File: src/verilog/oesc_defines.svh
// Purpose : register offsets, field positions, reset values and counts
// Assumes : included by bare name from the package and the block
// Notes   : definitions only
`ifndef OESC_DEFINES_SVH
`define OESC_DEFINES_SVH
// ****************************************************************
// register map
// ****************************************************************
`define OESC_ADDR_SLOT34   8'h0A
`define OESC_ADDR_SYSCTL   8'h0D
`define OESC_ADDR_OPTCFG   8'h0E
`define OESC_RST_SLOT34    8'h00
`define OESC_RST_SYSCTL    8'h00
`define OESC_RST_OPTCFG    8'h00
// ****************************************************************
// field positions
// ****************************************************************
`define OESC_SYS_STORE_EN  2
`define OESC_SYS_PSAVE     1
`define OESC_SYS_SRST      0
`define OESC_OPT_RGE_LSB   6
`define OESC_OPT_SR_LSB    2
`define OESC_OPT_PW_LSB    0
// ****************************************************************
// counts and rate limits
// ****************************************************************
`define OESC_SRST_CYCLES   4'h8
`define OESC_STORE_DEPTH   32
`define OESC_ELEM_BITS     24
`define OESC_FS_BASE_NA    16'h1000
`define OESC_PW_BASE_US    9'h032
`define OESC_SR_LAST_N1    4'hA
`define OESC_SR_1600       4'h9
`define OESC_SR_1000       4'h8
`define OESC_SR_800        4'h7
`define OESC_SR_400        4'h6
`define OESC_SR_N2_84      4'hE
`define OESC_SR_N2_100     4'hF
`endif

File: src/verilog/oesc_pkg.sv
// Purpose : types shared by the sampling configuration block
// Assumes : constants come from oesc_defines.svh
// Notes   : one state struct holds every register of the block except the sample store memory
`include "oesc_defines.svh"
package oesc_pkg;
   // ****************************************************************
   // slot types and power states
   // ****************************************************************
   typedef enum logic [3:0] {
      OESC_SLOT_NONE   = 4'h0,
      OESC_SLOT_LED1   = 4'h1,
      OESC_SLOT_LED2   = 4'h2,
      OESC_SLOT_PILOT1 = 4'h5,
      OESC_SLOT_PILOT2 = 4'h6,
      OESC_SLOT_ECG    = 4'h9
   } oesc_slot_t;

   typedef enum logic [1:0] {
      OESC_PWR_RUN   = 2'h0,
      OESC_PWR_DRAIN = 2'h1,
      OESC_PWR_SLEEP = 2'h2
   } oesc_pwr_t;

   // ****************************************************************
   // block state
   // ****************************************************************
   typedef struct packed {
      logic [7:0]  slot34;
      logic        store_en;
      logic        psave;
      logic [3:0]  srst_cnt;
      logic        srst_busy;
      logic [1:0]  rge;
      logic [3:0]  sr;
      logic [1:0]  pw;
      oesc_pwr_t   pstate;
      logic [4:0]  wr_ptr;
      logic [4:0]  rd_ptr;
      logic [5:0]  count;
      logic [23:0] res1;
      logic [23:0] res2;
      logic [23:0] res_ecg;
      logic [7:0]  rdata;
      logic [95:0] pop_data;
      logic        osc_en;
      logic        irq_clr;
      logic [15:0] full_scale;
      logic [8:0]  pw_us;
      logic [11:0] sps;
      logic [1:0]  pulses;
   } oesc_state_t;

   // sample rate in samples per second for a rate code
   function automatic logic [11:0] oesc_sps(input logic [3:0] code);
      unique case (code)
         4'h0, 4'hB: oesc_sps = 12'h00A;
         4'h1, 4'hC: oesc_sps = 12'h014;
         4'h2, 4'hD: oesc_sps = 12'h032;
         4'h3, 4'hE: oesc_sps = 12'h054;
         4'h4, 4'hF: oesc_sps = 12'h064;
         4'h5:       oesc_sps = 12'h0C8;
         4'h6:       oesc_sps = 12'h190;
         4'h7:       oesc_sps = 12'h320;
         4'h8:       oesc_sps = 12'h3E8;
         4'h9:       oesc_sps = 12'h640;
         4'hA:       oesc_sps = 12'hC80;
      endcase
   endfunction : oesc_sps
endpackage : oesc_pkg

File: src/verilog/oesc_sample_config.sv
// Purpose : slot 3/4 type select, system control and optical sampling setup
// Assumes : register port and front-end inputs synchronous to core_clk
// Notes   : sample store holds slot 1..4 elements, stop on full
//
// Overview of operation
// upper nibble selects element four type
// lower nibble selects element three type
// slot codes: none, LED1, LED2, pilots, ECG
// store holds 32 samples, four 3-byte elements
// enable clear stops pushes, holds pointers, data; the code still lets pops advance rd_ptr and count while disabled
// enable set flushes store, restarts at zero
// power-save keeps registers readable and writable
// entering power-save clears all interrupt flags
// oscillator stops after running conversion completes
// results frozen during power-save
// soft reset returns all registers to reset
// soft-reset bit clears itself when done
// range code sets LSB and full scale
// rate code decodes rate and pulse count
// unsupported rate replaced by highest, readable back
// max rate per pulse width and LEDs
// pulse width code gives 50 to 400 us
// reserved slot code stores no data
`timescale 1ns/1ns
`include "oesc_defines.svh"
module oesc_sample_config
   import oesc_pkg::*;
(
   // clock and reset
   input  wire logic        core_clk,
   input  wire logic        sys_rst,
   // register port
   input  wire logic [7:0]  reg_addr,
   input  wire logic [7:0]  reg_wdata,
   input  wire logic        reg_wr,
   input  wire logic        reg_rd,
   output logic      [7:0]  reg_rdata,
   // front end
   input  wire logic        conv_busy,
   input  wire logic        conv_done,
   input  wire logic [23:0] first_led_in,
   input  wire logic [23:0] second_led_in,
   input  wire logic [23:0] ecg_in,
   input  wire logic [47:0] slot12_elems,
   input  wire logic        two_led_mode,
   // sample store read side
   input  wire logic        pop_req,
   output logic      [95:0] pop_data,
   output logic      [5:0]  store_count,
   // control and decoded setup
   output logic             osc_en,
   output logic             irq_clear,
   output logic             soft_reset_busy,
   output logic      [3:0]  slot_three_type,
   output logic      [3:0]  slot_four_type,
   output logic      [15:0] adc_full_scale_na,
   output logic      [8:0]  led_pulse_width_us,
   output logic      [11:0] sample_rate_sps,
   output logic      [1:0]  pulses_per_sample
);
   // ****************************************************************
   // state
   // ****************************************************************
   oesc_state_t st_ff;
   oesc_state_t nxt_st;
   oesc_state_t rst_st;
   logic [95:0] store_mem [`OESC_STORE_DEPTH];
   logic        push;
   logic        pop;
   logic        flush;
   logic        two_led;
   logic [3:0]  max_n1;
   logic [3:0]  max_n2;
   logic [3:0]  clamp_sr;

   // element value for a slot type, reserved codes store zero
   function automatic logic [23:0] elem_sel(input logic [3:0] t,
                                            input oesc_state_t s);
      unique case (t)
         OESC_SLOT_LED1, OESC_SLOT_PILOT1: elem_sel = s.res1;
         OESC_SLOT_LED2, OESC_SLOT_PILOT2: elem_sel = s.res2;
         OESC_SLOT_ECG:                    elem_sel = s.res_ecg;
         default:                          elem_sel = 24'h00_0000;
      endcase
   endfunction : elem_sel

   // reset image of every register
   always_comb begin
      rst_st          = '0;
      rst_st.slot34   = `OESC_RST_SLOT34;
      rst_st.pstate   = OESC_PWR_RUN;
      rst_st.osc_en   = 1'b1;
      rst_st.full_scale = `OESC_FS_BASE_NA;
      rst_st.pw_us    = `OESC_PW_BASE_US;
      rst_st.sps      = oesc_sps(4'h0);
      rst_st.pulses   = 2'h1;
   end

   // highest supported rate code for current pulse width and LED count
   always_comb begin
      two_led = two_led_mode |
                ((st_ff.slot34[3:0] == OESC_SLOT_LED1) &&
                 (st_ff.slot34[7:4] == OESC_SLOT_LED2)) |
                ((st_ff.slot34[3:0] == OESC_SLOT_LED2) &&
                 (st_ff.slot34[7:4] == OESC_SLOT_LED1));
      if (two_led) begin
         unique case (st_ff.pw)
            2'h0:       max_n1 = `OESC_SR_1600;
            2'h1, 2'h2: max_n1 = `OESC_SR_800;
            2'h3:       max_n1 = `OESC_SR_400;
         endcase
      end else begin
         unique case (st_ff.pw)
            2'h0:       max_n1 = `OESC_SR_LAST_N1;
            2'h1:       max_n1 = `OESC_SR_1600;
            2'h2, 2'h3: max_n1 = `OESC_SR_1000;
         endcase
      end
      max_n2 = (two_led && st_ff.pw == 2'h3) ? `OESC_SR_N2_84 : `OESC_SR_N2_100;
      if (st_ff.sr <= `OESC_SR_LAST_N1) begin
         clamp_sr = (st_ff.sr > max_n1) ? max_n1 : st_ff.sr;
      end else begin
         clamp_sr = (st_ff.sr > max_n2) ? max_n2 : st_ff.sr;
      end
   end

   // next state
   always_comb begin
      nxt_st  = st_ff;
      push    = 1'b0;
      pop     = 1'b0;
      flush   = 1'b0;
      nxt_st.sr = clamp_sr;
      // register writes, accepted in every power state
      if (reg_wr) begin
         unique case (reg_addr)
            `OESC_ADDR_SLOT34: nxt_st.slot34 = reg_wdata;
            `OESC_ADDR_SYSCTL: begin
               nxt_st.store_en = reg_wdata[`OESC_SYS_STORE_EN];
               nxt_st.psave    = reg_wdata[`OESC_SYS_PSAVE];
               if (reg_wdata[`OESC_SYS_SRST]) begin
                  nxt_st.srst_cnt = `OESC_SRST_CYCLES;
               end
               if (reg_wdata[`OESC_SYS_STORE_EN] && !st_ff.store_en) begin
                  flush         = 1'b1;
                  nxt_st.wr_ptr = 5'h00;
                  nxt_st.rd_ptr = 5'h00;
                  nxt_st.count  = 6'h00;
               end
            end
            `OESC_ADDR_OPTCFG: begin
               nxt_st.rge = reg_wdata[`OESC_OPT_RGE_LSB +: 2];
               nxt_st.sr  = reg_wdata[`OESC_OPT_SR_LSB +: 4];
               nxt_st.pw  = reg_wdata[`OESC_OPT_PW_LSB +: 2];
            end
            default: ;
         endcase
      end
      // register read data
      if (reg_rd) begin
         unique case (reg_addr)
            `OESC_ADDR_SLOT34: nxt_st.rdata = st_ff.slot34;
            `OESC_ADDR_SYSCTL: nxt_st.rdata = {5'h00, st_ff.store_en, st_ff.psave,
                                               (st_ff.srst_cnt != 4'h0)};
            `OESC_ADDR_OPTCFG: nxt_st.rdata = {st_ff.rge, st_ff.sr, st_ff.pw};
            default:           nxt_st.rdata = 8'h00;
         endcase
      end
      // power sequencing, a running conversion finishes first
      unique case (st_ff.pstate)
         OESC_PWR_RUN: begin
            if (st_ff.psave) begin
               nxt_st.pstate = conv_busy ? OESC_PWR_DRAIN : OESC_PWR_SLEEP;
            end
         end
         OESC_PWR_DRAIN: begin
            if (!st_ff.psave) begin
               nxt_st.pstate = OESC_PWR_RUN;
            end else if (!conv_busy) begin
               nxt_st.pstate = OESC_PWR_SLEEP;
            end
         end
         OESC_PWR_SLEEP: begin
            if (!st_ff.psave) begin
               nxt_st.pstate = OESC_PWR_RUN;
            end
         end
         default: nxt_st.pstate = OESC_PWR_RUN;
      endcase
      nxt_st.osc_en  = (nxt_st.pstate != OESC_PWR_SLEEP);
      nxt_st.irq_clr = (nxt_st.pstate == OESC_PWR_SLEEP);
      // conversion results, frozen while asleep
      if (conv_done && st_ff.pstate != OESC_PWR_SLEEP) begin
         nxt_st.res1    = first_led_in;
         nxt_st.res2    = second_led_in;
         nxt_st.res_ecg = ecg_in;
         if (st_ff.store_en && st_ff.count < 6'(`OESC_STORE_DEPTH)) begin
            push          = 1'b1;
            nxt_st.wr_ptr = st_ff.wr_ptr + 5'h01;
         end
      end
      // pop from the store, a flush in the same cycle wins so count cannot wrap
      pop = pop_req && (st_ff.count != 6'h00) && !flush;
      if (pop) begin
         nxt_st.pop_data = store_mem[st_ff.rd_ptr];
         nxt_st.rd_ptr   = st_ff.rd_ptr + 5'h01;
      end
      nxt_st.count = nxt_st.count + {5'h00, push} - {5'h00, pop};
      // decoded setup
      nxt_st.full_scale = `OESC_FS_BASE_NA << nxt_st.rge;
      nxt_st.pw_us      = `OESC_PW_BASE_US << nxt_st.pw;
      nxt_st.sps        = oesc_sps(nxt_st.sr);
      nxt_st.pulses     = (nxt_st.sr > `OESC_SR_LAST_N1) ? 2'h2 : 2'h1;
      // soft reset sequence overrides everything
      if (st_ff.srst_cnt != 4'h0) begin
         nxt_st          = rst_st;
         nxt_st.srst_cnt = st_ff.srst_cnt - 4'h1;
      end
      // busy flag kept in a flop so the output is registered
      nxt_st.srst_busy = (nxt_st.srst_cnt != 4'h0);
   end

   // state and store registers
   always_ff @(posedge core_clk) begin
      if (sys_rst) begin
         st_ff <= '0;
         st_ff.pstate <= OESC_PWR_RUN;
         st_ff.osc_en <= 1'b1;
         st_ff.full_scale <= `OESC_FS_BASE_NA;
         st_ff.pw_us <= `OESC_PW_BASE_US;
         st_ff.sps <= 12'h00A;
         st_ff.pulses <= 2'h1;
      end else begin
         st_ff <= nxt_st;
      end
      if (push && st_ff.srst_cnt == 4'h0) begin
         store_mem[st_ff.wr_ptr] <= {slot12_elems, elem_sel(st_ff.slot34[3:0], nxt_st),
                                     elem_sel(st_ff.slot34[7:4], nxt_st)};
      end
   end

   // ****************************************************************
   // outputs
   // ****************************************************************
   assign reg_rdata          = st_ff.rdata;
   assign pop_data           = st_ff.pop_data;
   assign store_count        = st_ff.count;
   assign osc_en             = st_ff.osc_en;
   assign irq_clear          = st_ff.irq_clr;
   assign soft_reset_busy    = st_ff.srst_busy;
   assign slot_three_type    = st_ff.slot34[3:0];
   assign slot_four_type     = st_ff.slot34[7:4];
   assign adc_full_scale_na  = st_ff.full_scale;
   assign led_pulse_width_us = st_ff.pw_us;
   assign sample_rate_sps    = st_ff.sps;
   assign pulses_per_sample  = st_ff.pulses;
endmodule : oesc_sample_config

File: config.mk
export PLATFORM = sky130hd
export DESIGN_NAME = oesc_sample_config
export DESIGN_NICKNAME = d
export VERILOG_FILES = /design/src/verilog/oesc_pkg.sv /design/src/verilog/oesc_sample_config.sv
export VERILOG_INCLUDE_DIRS = /design/src /design/src/verilog
export SDC_FILE = /design/constraint.sdc
export NUM_CORES = 2
export LEC_CHECK = 0
export ABC_AREA = 1
export BUFFER_PORTS_ARGS = -buffer_cell sky130_fd_sc_hd__buf_2
export CELL_PAD_IN_SITES_DETAIL_PLACEMENT = 0
export CELL_PAD_IN_SITES_GLOBAL_PLACEMENT = 1
export CORE_MARGIN = 3
export CORE_UTILIZATION = 47
export CTS_CLUSTER_DIAMETER = 100
export DETAILED_ROUTE_END_ITERATION = 12
export MAX_ROUTING_LAYER = met4
export PLACE_DENSITY_LB_ADDON = 0.15
export SETUP_SLACK_MARGIN = 0.4
export SLEW_MARGIN = 10
export SYNTH_ARGS = -nofsm -noshare
export SYNTH_HDL_FRONTEND = slang
export SYNTH_SLANG_ARGS = --single-unit
File: constraint.sdc
create_clock -name core_clk -period 6.2 [get_ports core_clk]
set_clock_uncertainty 0.1 [all_clocks]
set_input_delay 0.62 -clock core_clk [delete_from_list [all_inputs] [get_ports core_clk]]
set_output_delay 0.62 -clock core_clk [all_outputs]
set_load 0.05 [all_outputs]
# Word-level counts from Yosys, hierarchy flattened
# Memory sizes are Yosys's and may differ from the RTL's. A register that Yosys moved wholly into a read port is not among the register bits.
# Index checks and enable logic that the tools add are counted.
classes:
  addsub: 5
  mul: 0
  n_div: 0
  order_cmp: 5
  n_eq_ne: 21
  shift: 2
  muxes: 43
  bitwise_logic: 2
  n_reduce_logical: 30
ops:
  columns: ["cell", "count"]
  rows:
  - ["$mux 248", 1]
  - ["$pmux 24 s3", 2]
  - ["$mux 96", 1]
  - ["$mux 72", 1]
  - ["$mux 16", 3]
  - ["$mux 24", 2]
  - ["$mux 4", 7]
  - ["$mux 5", 5]
  - ["$eq 8x4->1 const B", 3]
  - ["$mux 8", 3]
  - ["$pmux 4 s3", 2]
  - ["$pmux 8 s3", 1]
  - ["$eq 4x3->1 const B", 4]
  - ["$shl 13x2->16 const A", 1]
  - ["$reduce_or 2->1", 7]
  - ["$mux 2", 6]
  - ["$add 5x1->5 const B", 2]
  - ["$logic_and 1x1->1", 9]
  - ["$shl 6x2->9 const A", 1]
  - ["$eq 2x2->1 const B", 4]
  - ["$eq 4x1->1 const B", 2]
  - ["$eq 4x2->1 const B", 2]
  - ["$eq 4x4->1 const B", 2]
  - ["$gt 4x4->1", 2]
  - ["19 further kinds", 35]
word_totals:
  register_bits: 258
  latch_bits: 0
  mem_bits_rw: 3072
  rom_bits: 176
  out_inout_bits: 160
  wordCells: 133
  n_memories: 2
memory_table:
  columns: ["name", "depth", "width", "read_ports", "rd_ports_with_merged_regs", "write_ports", "line_no", "source"]
  rows:
  - ["store_mem", 32, 96, 1, 1, 1, "oesc_sample_config.sv:67", "logic [95:0] store_mem [`OESC_STORE_DEPTH];"]
  - ["(name not given)", 16, 11, 1, 0, 0, "oesc_pkg.sv:55", "unique case (code)"]

# Longest topological paths before layout
depth:
  word_depth: 16
  ltp_mapped: 25
  ltp_nobuf: 25

# Worst setup path after synthesis
# OpenSTA, ideal clock, no wires.
synth_timing:
  kind: "reg-to-reg"
  from: "register st_ff[244] (netlist name)"
  to: "memory store_mem[0][0] (enable)"
  t_arrival_ns: 5.486
  setup_slack_ns: 0.062
  path_stages_with_launch: 10
  n_path_buf: 1
  synth_period_minus_slack_ns: 6.138
  cell_sequence: "dfxtp_1 -> inv_1 -> ha_1 -> nand2_1 -> nor2_1 -> inv_2 -> clkbuf_1 -> nor2_1 -> nand2_1 -> nor2_1"
synth_between:
  elab_chain_len: 4
synth_lines:
  columns: ["element", "line_no", "source"]
  rows:
  - ["start: declaration", "oesc_sample_config.sv:64", "oesc_state_t st_ff;"]
  - ["start signal: assignment", "oesc_sample_config.sv:234", "st_ff <= nxt_st;"]
  - ["$logic_not 4->1", "oesc_sample_config.sv:236", "if (push && st_ff.srst_cnt == 4'h0) begin"]
  - ["$logic_and 1x1->1", "oesc_sample_config.sv:236", null]
  - ["$mux 1", "oesc_sample_config.sv:236", null]
  - ["$mux 1 (not written as such)", "oesc_sample_config.sv:237", "store_mem[st_ff.wr_ptr] <= {slot12_elems, elem_sel(st_ff.slot34[3:0], nxt_st),"]
  - ["end: declaration", "oesc_sample_config.sv:67", null]
# No other way between the ends.

# Final worst setup path
layout_timing:
  from: "register st_ff[244] (netlist name)"
  to: "memory store_mem[13][52] (enable)"
# Same word-level chain as after synthesis.

==> results.tsv <==
stage	metric	value	unit
logic_synthesis	mux contribution to synthesized area	0	%
worst_setup_path	Worst EP required	6.63	ns
logic_synthesis	Yosys reg bits	3320	
global_route	total track usage	28.71	%
worst_setup_path	CP max stage delay	0.96	ns
clock_network	CTS root buffer	clkbuf_16	
logic_synthesis	post-synth top area share	70.73	%
cells_and_area	most frequent cells in the layout	3072 x edfxtp_1, 1811 x nor2_1, 1592 x o21ai_0	
logic_synthesis	Synth area leaders	edfxtp_1 71%, o21ai_0 6.1%, nor2_1 5.3%, dfxtp_1 3.8%, o221ai_1 3.6%	
clock_network	Post-CTS Resized	0	
cells_and_area	layout cell share with drive strength beyond 1	10.54	%
cells_and_area	Layout Area Growth over Synthesis	12.82	%
placement	post-DP HPWL	202.2	mm
floorplanning	count of boundary I/O pins	304	
routing	via count	86230	
timing	fin crit share	66.43	%
clock_network	CTS tree	done	
worst_setup_path	critical setup path kind	reg2reg	
timing	Hold Fails Final Rpt	0	
routing	Vias per Instance	6.187	
worst_setup_path	FF-to-FF Start	st_ff[244]	
outcome	status	finished, final reports clean	
floorplanning	die height	532.8	um
logic_synthesis	Unique masters post-synth	54	
worst_setup_path	r2r endpoint	store_mem[13][52]	
floorplanning	Starting Density	47.46	%
clock_network	CTS sink cnt	3320	
placement	RD Place Congestion	0.8175	
routing	DRC Markers	0	
global_route	global-route wire length before repair	584.0	mm
clock_network	clk buf depth	4	
clock_network	clock latency on the worst-skew pair	0.95	ns
pwr	Max IR drop VDD	0.2538	mV
routing	starting DRC count in detailed routing	10450	
logic_synthesis	Synth Area per Inst	13.14	sq um
worst_setup_path	slowest CP cell	nor2_4	
logic_synthesis	Synth Area in Simple Gates	9.081	%
worst_setup_path	R2R depth	9	
floorplanning	die area	283900	sq um
global_route	pin count of the biggest net entering global routing	220	
timing	final hold slack	0.06255	ns
routing	Routed Wire Length	408.0	mm
clock_network	Clock Pin Slew Worst Setup and Hold Paths	0.06	ns
cells_and_area	Register Area	97230	sq um
routing	TritonRoute pass-1 iters	6	
logic_synthesis	XOR/XNOR share of the synthesized area	0.04029	%
logic_synthesis	largest family of logic cells by synthesized area	compound AO/OA/AOI/OAI gates	
logic_synthesis	mapped cell area	130400	sq um
cells_and_area	commonest non-fill, non-tap cell in the layout	edfxtp_1	
logic_synthesis	Seq/Total Area, Yosys	74.53	%
logic_synthesis	synth warn	0	
timing	maximum clock rate	242.8	MHz
hold_path	WHS Endpoint	store_mem[20][58]	
global_route	number of global-route vias before repair	82490	
worst_setup_path	CP endpoint kind	register	
hold_path	Hold Crit Start	slot12_elems[10]	
pwr	P per Cell Area	349.6	nW/um^2
hold_path	worst min-delay path class	in2reg	
logic_synthesis	ys async rst share	0	%
routing	post-route ant nets	0	
worst_setup_path	critical path cell sequence	inv_1 > ha_1 > nand2_1 > nor2_1 > inv_4 > nor2_1 > nand2_1 > nor2_4 > buf_12	
logic_synthesis	Post-Synthesis Cells	9923	
global_route	antenna violations before repair	26	
timing	Final Slew Violations	0	
routing	average wire per standard cell	29.27	um
worst_setup_path	crit-path max FO	45	
hold_path	Hold Crit Depth	1	
global_route	aggregate global routing overflow	0	
timing	RSZ-0062 raised after global routing	false	
job	Max-Cap Viols	0	
pwr	Leakage	45.73	nW
clock_network	CTS buffer count	349	
logic_synthesis	cell taking the most area after synthesis	edfxtp_1	
timing	Period minus WS final	4.119	ns
logic_synthesis	Compound-Gate Fraction of Synth Area	12.58	%
cells_and_area	area of the multi-input gates	28970	sq um
cells_and_area	# fillers	22830	
logic_synthesis	post-synthesis adder-cell area fraction	0.2360	%
floorplanning	die width	532.8	um
floorplanning	row count	192	
timing	Setup TNS Final	0	ns
logic_synthesis	Post-synth EDFFs	3072	
worst_setup_path	Worst Path Arrival	4.55	ns
timing	relative slew slack	18.87	%
logic_synthesis	Synth Flop Type	edfxtp_1	
placement	Port Buf Inserts	289	
cells_and_area	final net count	10120	
worst_setup_path	reg2reg setup slack	2.08	ns
floorplanning	core area	274800	sq um
clock_network	H-tree depth	5	
timing	Slew @ Worst Pin	1.214	ns
timing	setup violators final	0	
worst_setup_path	Worst setup SP type	register	
how the worst max path moves through the flow:
stage / startpoint / to
5_1_grt: st_ff[244] / store_mem[13][59]
6_report: st_ff[244] / store_mem[13][52]
3_5_place_dp: reg_addr[5] / store_count[4]
2_1_floorplan: st_ff[244] / store_mem[0][0]
4_1_cts: st_ff[244] / store_mem[13][59]
3_3_place_gp: reg_addr[5] / store_count[4]
registers in the layout, summed over array words and instances, names as in the netlist, 2 cells and up, named ones only:
signal	count
slot_four_type	4
led_pulse_width_us	8
pulses_per_sample	2
adc_full_scale_na	4
store_mem	3072
slot_three_type	4
st_ff	97
reg_rdata	8
pop_data	96
sample_rate_sps	11
store_count	6
worst max-delay path, delay by kind of cell, from the launching register on:
family | cells | cell delay (ns)
DFF | 1 | 0.31
and+or+nand+nor | 5 | 2.23
adders and majority gates | 1 | 0.19
buffers and inverters | 3 | 0.83
metrics by stage:
stage | setup WS [ns] | power (W) | util (%) | cell area (sq um) | cells
6_report | 2.081 | 0.05144 | 53.54 | 147100 | 13940
5_1_grt | 1.965 | 0.05314 | 53.54 | 147100 | 13930
4_1_cts | 2.101 | 0.05170 | 53.53 | 147100 | 13930
3_5_place_dp | 1.623 | 0.03137 | 49.18 | 135100 | 13210
3_3_place_gp | 1.429 | 0.03129 | 49.18 | 135100 | 13210
2_1_floorplan | 0.06167 | 0.02951 | - | 130500 | 9936
what timing repair did:
item                                    4_1_cts  5_1_grt
hold buffers                                 79        0
buffers inserted                              0        0
endpoints found under the setup margin        0        0
hold endpoints to repair                    106        0
final cells by class:
cell class                      instances  area share (%)
Inverter                               99          0.2891
Clock inverter                        158           1.097
Multi-Input combinational cell       5611           19.69
Tap cell                             3686           3.134
Sequential cell                      3320           66.08
Antenna cell                            9         0.01531
Clock buffer                          481           6.491
Timing Repair Buffer                  572           3.207
synth_stat cells, types with 3 or more instances:
library cell	number
nor2_1	1845
o221ai_1	537
a311oi_1	3
o21ai_1	10
buf_1	39
clkbuf_1	557
nand2_1	341
inv_1	83
o211ai_1	149
o311ai_1	22
xor2_1	5
nand3_1	471
a21oi_1	122
o22ai_1	249
a211oi_1	9
a31oi_1	4
ha_1	23
nand2_4	5
buf_6	4
nand4_1	5
buf_2	141
inv_2	12
buf_4	165
edfxtp_1	3072
nand3_2	7
dfxtp_1	248
or2_2	5
o311ai_0	3
nor4_1	74
nor2_2	3
nand2_2	9
o21ai_0	1592
nor3_1	81
nor2_4	3
cells by family (layout without fill, tap and decap cells):
| logic type | count (synthesis) | count (layout) |
|---|---|---|
| AOI/OAI and AO/OA | 2706 | 2706 |
| xor gates and xnor gates | 6 | 6 |
| adders and majority gates | 24 | 24 |
| buffers and inverters | 1005 | 1310 |
| DFF | 3320 | 3320 |
| other | 1 | 23 |
| and+or+nand+nor | 2861 | 2861 |
power by group:
group | switching, W | internal, W | leakage (nW)
registers | 0.000295 | 0.0245 | 28.2
logic | 0.00474 | 0.00139 | 12.1
clock network | 0.00876 | 0.0117 | 5.44
total | 0.0138 | 0.0376 | 45.7
layer usage:
layer	vias up	wire length, um	global-route usage (%)
met4	0	12480	8.184
met2	3733	197200	46.12
met3	727	28890	3.331
met1	44350	169400	38.88
met5	-	0	-
li1	37420	-	-
Power figures use the tool's default switching activity.
